File: config.mk
export PLATFORM = sky130hd
export DESIGN_NAME = aic_alarm_indicator
export DESIGN_NICKNAME = d
export VERILOG_FILES = /design/src/core/aic_pkg.sv /design/src/core/aic_alarm_indicator.sv
export SDC_FILE = /design/constraint.sdc
export NUM_CORES = 1
export LEC_CHECK = 0
export ABC_AREA = 1
export CAP_MARGIN = 20
export CORE_MARGIN = 2
export CORE_UTILIZATION = 30
export CTS_CLUSTER_SIZE = 40
export DETAILED_ROUTE_END_ITERATION = 10
export DONT_BUFFER_PORTS = 1
export HOLD_SLACK_MARGIN = 0.12
export PLACE_DENSITY_LB_ADDON = 0.25
export SETUP_SLACK_MARGIN = 0.4
export SYNTH_ARGS = -nofsm -noshare
export SYNTH_HDL_FRONTEND = slang
export SYNTH_SLANG_ARGS = --single-unit
File: constraint.sdc
create_clock -name hclk -period 4.3 [get_ports hclk]
set_input_delay 0.215 -clock hclk [delete_from_list [all_inputs] [get_ports hclk]]
set_output_delay 0.215 -clock hclk [all_outputs]
set_load 0.1 [all_outputs]
File: src/core/aic_pkg.sv
package aic_pkg;
  // Clock and timing base
  localparam int CLK_PERIOD_NS = 4;
  localparam int TICK_NS = 1000000;
  localparam int TICK_CYC = TICK_NS / CLK_PERIOD_NS;
  localparam int MS_PER_S = 1000;
  // Blink rates, 50% duty
  localparam int MED_BLINK_PERIOD_MS = 1000;
  localparam int HI_BLINK_PERIOD_MS = 400;
  localparam int DUTY_PCT = 50;
  localparam int MED_HALF_TICKS = MED_BLINK_PERIOD_MS * DUTY_PCT / 100;
  localparam int HI_HALF_TICKS = HI_BLINK_PERIOD_MS * DUTY_PCT / 100;
  // Mute interval
  localparam int MUTE_S = 120;
  localparam int MUTE_TICKS = MUTE_S * MS_PER_S;
  // Note lengths
  localparam int NOTE_MED_MS = 200;
  localparam int NOTE_SHORT_MS = 100;
  localparam int NOTE_LONG_MS = 300;
  localparam int SEQ_PAUSE_MS = 1000;
  // Register map, byte addresses
  localparam logic [7:0] OFS_CTRL = 8'h00;
  localparam logic [7:0] OFS_STATUS = 8'h04;
  localparam logic [7:0] OFS_IRQ_STAT = 8'h08;
  localparam logic [7:0] OFS_IRQ_MASK = 8'h0c;
  // Field positions
  localparam int CTRL_MUTE_BIT = 0;
  localparam int CTRL_TONE_EN_BIT = 1;
  localparam int ST_SEV_LSB = 0;
  localparam int ST_MUTED_BIT = 4;
  localparam int ST_LED_LSB = 8;
  localparam int ST_DELIV_OK_BIT = 12;
  localparam int ST_DELIV_IDLE_BIT = 13;
  localparam int IRQ_ESCALATE_BIT = 0;
  localparam int IRQ_HIGH_BIT = 1;
  localparam int IRQ_MUTE_END_BIT = 2;
  localparam int IRQ_W = 3;
  // Reset values
  localparam logic CTRL_TONE_EN_RST = 1'b1;
  localparam logic [IRQ_W-1:0] IRQ_MASK_RST = 3'h0;
  // Tone note codes
  localparam logic [1:0] NOTE_OFF = 2'h0;
  localparam logic [1:0] NOTE_C = 2'h1;
  localparam logic [1:0] NOTE_D = 2'h2;
  localparam logic [1:0] NOTE_G = 2'h3;

  typedef enum logic [4:0] {
    PH_WARM = 5'b00001,
    PH_WARM_DONE = 5'b00010,
    PH_CHECK = 5'b00100,
    PH_CHECK_DONE = 5'b01000,
    PH_RUN = 5'b10000
  } aic_phase_e;

  typedef enum logic [3:0] {
    SEV_NONE = 4'b0001,
    SEV_LOW = 4'b0010,
    SEV_MED = 4'b0100,
    SEV_HIGH = 4'b1000
  } aic_sev_e;

  typedef struct packed {
    logic red;
    logic amber;
    logic green;
    logic blue;
  } aic_led_s;
endpackage

File: src/core/aic_alarm_indicator.sv
`timescale 1ns/100ps
// How it works
// - Blue solid while system is active
// - Display follows highest-severity active condition only
// - Warm-up cycles green, amber, red repeatedly
// - Warm-up done: all three solid, silent
// - Self-check: red/green toggle, amber solid
// - Self-check done: green flashes slowly
// - After confirmation alarm logic drives LEDs
// - No alarm: green solid, audio silent
// - Low alarm: amber solid, no tone
// - Medium alarm: amber flashes 1 Hz, 50%
// - Medium tone: equal notes C, D, G
// - Tone mutable for 120 s, then resumes
// - High alarm: red flashes 2.5 Hz, 50%
// - High tone: short C D G, long C D
// - High alarm inhibits delivery
// - Medium alarm keeps delivery permitted
// - Active: show idle when recycled exceeds setpoint
module aic_alarm_indicator #(
  parameter int N_COND = 8,
  parameter int FRAC_W = 8,
  parameter int TICK_CYC = aic_pkg::TICK_CYC,
  parameter int MUTE_TICKS = aic_pkg::MUTE_TICKS,
  parameter int MED_HALF = aic_pkg::MED_HALF_TICKS,
  parameter int HI_HALF = aic_pkg::HI_HALF_TICKS
) (
  // Clock and reset
  input wire logic hclk,
  input wire logic hresetn,
  // AHB-Lite slave
  input wire logic hsel,
  input wire logic [31:0] haddr,
  input wire logic [1:0] htrans,
  input wire logic hwrite,
  input wire logic [2:0] hsize,
  input wire logic [31:0] hwdata,
  input wire logic hready,
  output logic hreadyout,
  output logic [31:0] hrdata,
  output logic hresp,
  // System controller
  input wire aic_pkg::aic_phase_e phase,
  input wire logic sys_active,
  input wire logic [N_COND-1:0] alarm_high,
  input wire logic [N_COND-1:0] alarm_med,
  input wire logic [N_COND-1:0] alarm_low,
  input wire logic [FRAC_W-1:0] recycled_agent_fraction,
  input wire logic [FRAC_W-1:0] inspired_setpoint,
  // Indicators
  output aic_pkg::aic_led_s leds,
  output logic [1:0] tone_note,
  output logic delivery_ok,
  output logic delivery_idle,
  output logic irq
);
  logic [17:0] tick_cnt_r;
  logic tick_r;
  logic [1:0] blink_r;
  logic [1:0] blink_adv;
  logic [1:0] warm_idx_r;
  aic_pkg::aic_sev_e sev_r;
  aic_pkg::aic_sev_e sev_nxt;
  logic [16:0] mute_cnt_r;
  logic [2:0] step_r;
  logic [9:0] note_cnt_r;
  logic [1:0] seq_note;
  logic [9:0] seq_len;
  logic seq_last;
  logic sounding;
  aic_pkg::aic_led_s leds_r;
  aic_pkg::aic_led_s leds_nxt;
  logic [1:0] tone_r;
  logic deliv_ok_r;
  logic deliv_idle_r;
  logic tone_en_r;
  logic [aic_pkg::IRQ_W-1:0] irq_stat_r;
  logic [aic_pkg::IRQ_W-1:0] irq_mask_r;
  logic [aic_pkg::IRQ_W-1:0] irq_ev;
  logic irq_r;
  logic wr_pend_r;
  logic [7:0] wr_addr_r;
  logic [31:0] hrdata_r;
  logic [31:0] rd_mux;
  logic addr_ok;
  logic mute_req;
  logic esc_ev;

  // Millisecond tick
  always_ff @(posedge hclk or negedge hresetn)
  begin
    if (!hresetn)
    begin
      tick_cnt_r <= 18'h0;
      tick_r <= 1'b0;
    end
    else if (tick_cnt_r == 18'(TICK_CYC - 1))
    begin
      tick_cnt_r <= 18'h0;
      tick_r <= 1'b1;
    end
    else
    begin
      tick_cnt_r <= tick_cnt_r + 18'h1;
      tick_r <= 1'b0;
    end
  end

  // Two blink generators, slow and fast
  generate
    for (genvar i = 0; i < 2; i++)
    begin : g_blink
      localparam int HALF = (i == 0) ? MED_HALF : HI_HALF;
      logic [9:0] cnt_r;
      assign blink_adv[i] = tick_r && (cnt_r == 10'(HALF - 1));
      always_ff @(posedge hclk or negedge hresetn)
      begin
        if (!hresetn)
        begin
          cnt_r <= 10'h0;
          blink_r[i] <= 1'b0;
        end
        else if (blink_adv[i])
        begin
          cnt_r <= 10'h0;
          blink_r[i] <= ~blink_r[i];
        end
        else if (tick_r)
          cnt_r <= cnt_r + 10'h1;
      end
    end
  endgenerate

  // Warm-up colour rotation
  always_ff @(posedge hclk or negedge hresetn)
  begin
    if (!hresetn)
      warm_idx_r <= 2'h0;
    else if (phase != aic_pkg::PH_WARM)
      warm_idx_r <= 2'h0;
    else if (blink_adv[0])
      warm_idx_r <= (warm_idx_r == 2'h2) ? 2'h0 : warm_idx_r + 2'h1;
  end

  // Severity select
  always_comb
  begin
    if (|alarm_high)
      sev_nxt = aic_pkg::SEV_HIGH;
    else if (|alarm_med)
      sev_nxt = aic_pkg::SEV_MED;
    else if (|alarm_low)
      sev_nxt = aic_pkg::SEV_LOW;
    else
      sev_nxt = aic_pkg::SEV_NONE;
  end

  always_ff @(posedge hclk or negedge hresetn)
  begin
    if (!hresetn)
      sev_r <= aic_pkg::SEV_NONE;
    else
      sev_r <= sev_nxt;
  end

  // Mute timer; a new request restarts the full interval
  assign mute_req = wr_pend_r && (wr_addr_r == aic_pkg::OFS_CTRL) &&
                    hwdata[aic_pkg::CTRL_MUTE_BIT];

  always_ff @(posedge hclk or negedge hresetn)
  begin
    if (!hresetn)
      mute_cnt_r <= 17'h0;
    else if (mute_req && (sev_r == aic_pkg::SEV_MED || sev_r == aic_pkg::SEV_HIGH))
      mute_cnt_r <= 17'(MUTE_TICKS);
    else if (tick_r && mute_cnt_r != 17'h0)
      mute_cnt_r <= mute_cnt_r - 17'h1;
  end

  // Tone sequence tables
  always_comb
  begin
    seq_note = aic_pkg::NOTE_OFF;
    seq_len = 10'(aic_pkg::SEQ_PAUSE_MS);
    seq_last = 1'b0;
    if (sev_r == aic_pkg::SEV_HIGH)
    begin
      case (step_r)
        3'h0: seq_note = aic_pkg::NOTE_C;
        3'h1: seq_note = aic_pkg::NOTE_D;
        3'h2: seq_note = aic_pkg::NOTE_G;
        3'h3: seq_note = aic_pkg::NOTE_C;
        3'h4: seq_note = aic_pkg::NOTE_D;
        default: seq_last = 1'b1;
      endcase
      if (step_r < 3'h3)
        seq_len = 10'(aic_pkg::NOTE_SHORT_MS);
      else if (step_r < 3'h5)
        seq_len = 10'(aic_pkg::NOTE_LONG_MS);
    end
    else
    begin
      case (step_r)
        3'h0: seq_note = aic_pkg::NOTE_C;
        3'h1: seq_note = aic_pkg::NOTE_D;
        3'h2: seq_note = aic_pkg::NOTE_G;
        default: seq_last = 1'b1;
      endcase
      if (step_r < 3'h3)
        seq_len = 10'(aic_pkg::NOTE_MED_MS);
    end
  end

  // Only medium and high sound, and only once alarm logic owns outputs
  assign sounding = (phase == aic_pkg::PH_RUN) && tone_en_r &&
                    (sev_r == aic_pkg::SEV_MED || sev_r == aic_pkg::SEV_HIGH);

  // Sequence restarts whenever severity changes
  always_ff @(posedge hclk or negedge hresetn)
  begin
    if (!hresetn)
    begin
      step_r <= 3'h0;
      note_cnt_r <= 10'h0;
    end
    else if (!sounding || sev_nxt != sev_r)
    begin
      step_r <= 3'h0;
      note_cnt_r <= 10'h0;
    end
    else if (tick_r)
    begin
      if (note_cnt_r == seq_len - 10'h1)
      begin
        note_cnt_r <= 10'h0;
        step_r <= seq_last ? 3'h0 : step_r + 3'h1;
      end
      else
        note_cnt_r <= note_cnt_r + 10'h1;
    end
  end

  always_ff @(posedge hclk or negedge hresetn)
  begin
    if (!hresetn)
      tone_r <= aic_pkg::NOTE_OFF;
    else if (sounding && mute_cnt_r == 17'h0)
      tone_r <= seq_note;
    else
      tone_r <= aic_pkg::NOTE_OFF;
  end

  // LED pattern
  always_comb
  begin
    leds_nxt = '0;
    leds_nxt.blue = sys_active;
    case (phase)
      aic_pkg::PH_WARM:
      begin
        leds_nxt.green = (warm_idx_r == 2'h0);
        leds_nxt.amber = (warm_idx_r == 2'h1);
        leds_nxt.red = (warm_idx_r == 2'h2);
      end
      aic_pkg::PH_WARM_DONE:
      begin
        leds_nxt.green = 1'b1;
        leds_nxt.amber = 1'b1;
        leds_nxt.red = 1'b1;
      end
      aic_pkg::PH_CHECK:
      begin
        leds_nxt.red = blink_r[0];
        leds_nxt.green = ~blink_r[0];
        leds_nxt.amber = 1'b1;
      end
      aic_pkg::PH_CHECK_DONE:
        leds_nxt.green = blink_r[0];
      aic_pkg::PH_RUN:
      begin
        case (sev_r)
          aic_pkg::SEV_HIGH: leds_nxt.red = blink_r[1];
          aic_pkg::SEV_MED: leds_nxt.amber = blink_r[0];
          aic_pkg::SEV_LOW: leds_nxt.amber = 1'b1;
          default: leds_nxt.green = 1'b1;
        endcase
      end
      default: leds_nxt.red = 1'b1;
    endcase
  end

  always_ff @(posedge hclk or negedge hresetn)
  begin
    if (!hresetn)
      leds_r <= '0;
    else
      leds_r <= leds_nxt;
  end

  // Delivery indications
  always_ff @(posedge hclk or negedge hresetn)
  begin
    if (!hresetn)
    begin
      deliv_ok_r <= 1'b0;
      deliv_idle_r <= 1'b0;
    end
    else
    begin
      deliv_ok_r <= sys_active && (phase == aic_pkg::PH_RUN) &&
                    (sev_r != aic_pkg::SEV_HIGH);
      deliv_idle_r <= sys_active && (recycled_agent_fraction > inspired_setpoint);
    end
  end

  // Interrupt events; set wins over a write-one clear
  assign esc_ev = (phase == aic_pkg::PH_RUN) && (sev_nxt > sev_r);
  assign irq_ev[aic_pkg::IRQ_ESCALATE_BIT] = esc_ev;
  assign irq_ev[aic_pkg::IRQ_HIGH_BIT] = esc_ev && (sev_nxt == aic_pkg::SEV_HIGH);
  assign irq_ev[aic_pkg::IRQ_MUTE_END_BIT] = tick_r && (mute_cnt_r == 17'h1);

  always_ff @(posedge hclk or negedge hresetn)
  begin
    if (!hresetn)
      irq_stat_r <= '0;
    else if (wr_pend_r && wr_addr_r == aic_pkg::OFS_IRQ_STAT)
      irq_stat_r <= (irq_stat_r & ~hwdata[aic_pkg::IRQ_W-1:0]) | irq_ev;
    else
      irq_stat_r <= irq_stat_r | irq_ev;
  end

  always_ff @(posedge hclk or negedge hresetn)
  begin
    if (!hresetn)
      irq_r <= 1'b0;
    else
      irq_r <= |(irq_stat_r & irq_mask_r);
  end

  // Bus slave: zero wait, writes land in the data phase
  assign addr_ok = hsel && htrans[1] && hready;

  always_ff @(posedge hclk or negedge hresetn)
  begin
    if (!hresetn)
    begin
      wr_pend_r <= 1'b0;
      wr_addr_r <= 8'h0;
    end
    else
    begin
      wr_pend_r <= addr_ok && hwrite;
      wr_addr_r <= haddr[7:0];
    end
  end

  always_ff @(posedge hclk or negedge hresetn)
  begin
    if (!hresetn)
    begin
      tone_en_r <= aic_pkg::CTRL_TONE_EN_RST;
      irq_mask_r <= aic_pkg::IRQ_MASK_RST;
    end
    else if (wr_pend_r && wr_addr_r == aic_pkg::OFS_CTRL)
      tone_en_r <= hwdata[aic_pkg::CTRL_TONE_EN_BIT];
    else if (wr_pend_r && wr_addr_r == aic_pkg::OFS_IRQ_MASK)
      irq_mask_r <= hwdata[aic_pkg::IRQ_W-1:0];
  end

  always_comb
  begin
    rd_mux = 32'h0;
    if (haddr[7:0] == aic_pkg::OFS_CTRL)
      rd_mux[aic_pkg::CTRL_TONE_EN_BIT] = tone_en_r;
    else if (haddr[7:0] == aic_pkg::OFS_STATUS)
    begin
      rd_mux[aic_pkg::ST_SEV_LSB +: 4] = sev_r;
      rd_mux[aic_pkg::ST_MUTED_BIT] = (mute_cnt_r != 17'h0);
      rd_mux[aic_pkg::ST_LED_LSB +: 4] = leds_r;
      rd_mux[aic_pkg::ST_DELIV_OK_BIT] = deliv_ok_r;
      rd_mux[aic_pkg::ST_DELIV_IDLE_BIT] = deliv_idle_r;
    end
    else if (haddr[7:0] == aic_pkg::OFS_IRQ_STAT)
      rd_mux[aic_pkg::IRQ_W-1:0] = irq_stat_r;
    else if (haddr[7:0] == aic_pkg::OFS_IRQ_MASK)
      rd_mux[aic_pkg::IRQ_W-1:0] = irq_mask_r;
  end

  always_ff @(posedge hclk or negedge hresetn)
  begin
    if (!hresetn)
      hrdata_r <= 32'h0;
    else if (addr_ok && !hwrite)
      hrdata_r <= rd_mux;
  end

  assign hreadyout = 1'b1;
  assign hresp = 1'b0;
  assign hrdata = hrdata_r;
  assign leds = leds_r;
  assign tone_note = tone_r;
  assign delivery_ok = deliv_ok_r;
  assign delivery_idle = deliv_idle_r;
  assign irq = irq_r;
endmodule // aic_alarm_indicator

==> results.yml <==
synthesis:
  synth_seq_cells: 113
  synth-edff-count: 0
  synth_area_um2: 6320
  yosysWarnings: 0
  async_flop_share: 1.00
  syn_inst: 790
  yosys.cell_count.top_type: "nand2_1"
  yosys.area.top_type: "dfrtp_1"
  synth_commonest_cells: "nand2_1, inv_1, dfrtp_1, nor2_1, nand3_1"
  synth_area_leaders: "dfrtp_1, nand2_1, inv_1"
  synth_ff_type: "dfrtp_1"
  seq_area_frac_synth: 0.448
  synth_top_area_frac: 0.440
  yosysUniqueCellTypes: 50
  avgSynthCellArea_um2: 8.00
detailed_routing:
  routed_via_density: 4.58
  detail_route.iter0.violations: 268
  post_drt_wl_per_cell_um: 12.8
  drc: 0
  via_count: 5117
  drt-total-wl_um: 14300
  first_pass_iters: 5
  final_antenna_net_count: 0
clocking:
  cts.path.max_buffers: 2
  numCtsBuffers: 17
  h-tree-depth: 4
  clk_pin_slew_ns: 0.06
  cts_tree: "built"
  clkLatencyLatePin_ns: 0.43
  root_buffer: "clkbuf_16"
  cts.sinks: 113
outcome:
  status: "complete, no violations"
worst_setup_path:
  path_max_fanout: 13
  crit_type: "in2reg"
  rr_worst_depth: 17
  required_ns: 4.61
  arrival_ns: 3.84
  startpoint_type: "primary input"
  critical_path.endpoint_type: "register"
floorplanning:
  io_pins: 163
  start_util: 0.303
  fp.coreArea_um2: 20800
  die_w_um: 149
  rows: 53
  die_y_um: 149
  dieArea_um2: 22200
place:
  portBuffers: 0
  dpl_cell_area_um2: 6540
  hpwl_um: 10200
  gp_congestion: 0.776
global_route:
  grt.overflow.total: 0
  antenna_found_initial: 0
  grt_pass1_vias: 4867
  grt.total_usage: 0.136
  grt_pass1_wl_um: 23800
  grt_start_max_net_pins: 114
sta:
  post-route-period-util: 0.822
  min_period_ns: 3.54
  setup_violations: 0
  relSlewSlack: 0.369
  rsz0062_at_grt: "no"
  fin_tns_setup_ns: 0
  tightest_slew_ns: 0.947
  max_freq_mhz: 283
  finalHoldViolations: 0
  slew_viol_final: 0
  clock_skew_ns: 0.0101
finish:
  final_area_um2: 7480
  drive_gt1_frac: 0.0724
  fill_cells: 2146
  insertedDiodeCount: 0
  syn_to_final_growth_pct: 18.5
  nets: 974
power:
  p_total_mw: 2.83
  power.leakage_nw: 3.45
  p_per_area_nw_per_um2: 379
  peakVddDrop_v: 0.000167
hold_path:
  hold_path_class: "in2reg"
  hold_depth: 4
run:
  max_cap_viol_count: 0
==> repair_timing <==
action                    in CTS  in global routing
buffers inserted               0                  0
hold buffers                  29                  0
resized for setup              0                  0
hold endpoints to repair     143                  0
==> cells in the final DEF, fill, tap and decap left out, types with 2 or more instances in the layout <==
cell / Yosys / layout
xnor2_1: 4 / 4
nand3_1: 61 / 61
conb_1: 2 / 23
nor4_1: 17 / 17
nand4_1: 12 / 12
nor3_1: 29 / 29
a21boi_0: 2 / 2
o31ai_1: 3 / 3
nand2_2: 5 / 5
o21ai_0: 43 / 43
nor3_2: 2 / 2
xor2_1: 17 / 17
or2_2: 4 / 4
clkbuf_16: 0 / 17
ha_1: 24 / 24
clkinvlp_4: 0 / 4
nor2_1: 87 / 87
nor3b_1: 6 / 6
dlygate4sd3_1: 0 / 28
dfrtp_1: 111 / 111
a21oi_1: 36 / 36
clkinv_2: 0 / 3
o22ai_1: 2 / 2
nand3b_1: 2 / 2
bufinv_16: 0 / 5
xor2_2: 3 / 3
inv_1: 114 / 114
dfstp_2: 2 / 2
a221oi_1: 2 / 2
nand2_4: 4 / 4
nand2_1: 146 / 146
inv_2: 3 / 3
==> final timing paths <==
check | start | to | slack [ns]
setup / recovery | alarm_low[6] | note_cnt_r[6]$_DFFE_PN0P_ | 0.76
hold / removal | phase[0] | delivery_ok$_DFF_PN0_ | 0.13
setup reg to reg | sev_r[1]$_DFF_PN0_ | note_cnt_r[2]$_DFFE_PN0P_ | 1.67
hold reg to reg | g_blink[0].cnt_r[9]$_DFFE_PN0P_ | g_blink[0].cnt_r[9]$_DFFE_PN0P_ | 0.47
max in group asynchronous | hresetn | blink_r[1]$_DFFE_PN0P_ | 3.42
min in group asynchronous | hresetn | hrdata[13]$_DFFE_PN0P_ | 0.38
==> kinds of logic after synthesis <==
kind of cell,Yosys count,synth area share
AND/OR/NAND/NOR,383,0.279
buffers and inverters,147,0.103
flip-flops,113,0.448
AO/OA/AOI/OAI,96,0.0832
adder cells (fa/ha/maj),24,0.0475
XOR/XNOR,24,0.0368
other,2,0.00119
multiplexers,1,0.00178
==> final cells by class <==
type | instances | area, µm² | share of cell area
inverter | 118 | 443 | 0.0592
clock inverter | 14 | 213 | 0.0284
timing repair buffer | 29 | 308 | 0.0411
clock buffer | 18 | 429 | 0.0573
sequential | 113 | 2830 | 0.378
tap | 275 | 344 | 0.0460
multi-input combinational | 551 | 2920 | 0.390
==> critical path, cell delays in order <==
cell	delay, ns
dlygate4sd3_1	0.54
nor4_1	0.31
dlygate4sd3_1	0.64
nand2_1	0.05
dlygate4sd3_1	0.56
nor2_1	0.15
inv_1	0.06
ha_1	0.27
nand2_1	0.05
nor2_1	0.14
nand4_2	0.18
inv_2	0.15
nand2_4	0.15
nand2_1	0.16
xor2_1	0.16
nor2_1	0.06
==> sequential cells by signal, indices dropped and copies added (netlist names), 4 cells and up <==
name / count
g_blink.cnt_r: 20
hrdata: 11
leds: 4
mute_cnt_r: 17
note_cnt_r: 10
sev_r: 4
tick_cnt_r: 18
wr_addr_r: 8
==> report_power, final <==
part / internal, mW / switching [mW] / total, mW
Combinational: 0.0329 / 0.138 / 0.171
Sequential: 1.07 / 0.0450 / 1.12
Clock: 1.03 / 0.518 / 1.54
==> metal layers <==
| metal | wire, µm | global-route usage | up-vias |
|---|---|---|---|
| li1 | - | - | 2607 |
| met1 | 6880 | 0.179 | 2395 |
| met2 | 6530 | 0.209 | 93 |
| met3 | 637 | 0.0391 | 22 |
| met4 | 250 | 0.0529 | 0 |
| met5 | 0 | 0 | - |
==> through the flow <==
step,setup slack (ns),instances,utilization,hold WS (ns)
final,0.765,1118,0.359,0.134
after detailed placement,1.34,1057,0.314,-0.0782
after global placement,1.37,1057,0.314,-0.0782
after floorplan,2.12,811,-,-0.0806
after global routing,0.521,1118,0.359,0.123
after CTS,0.820,1118,0.359,0.122
No activity file was read; power rests on OpenSTA's default activity.
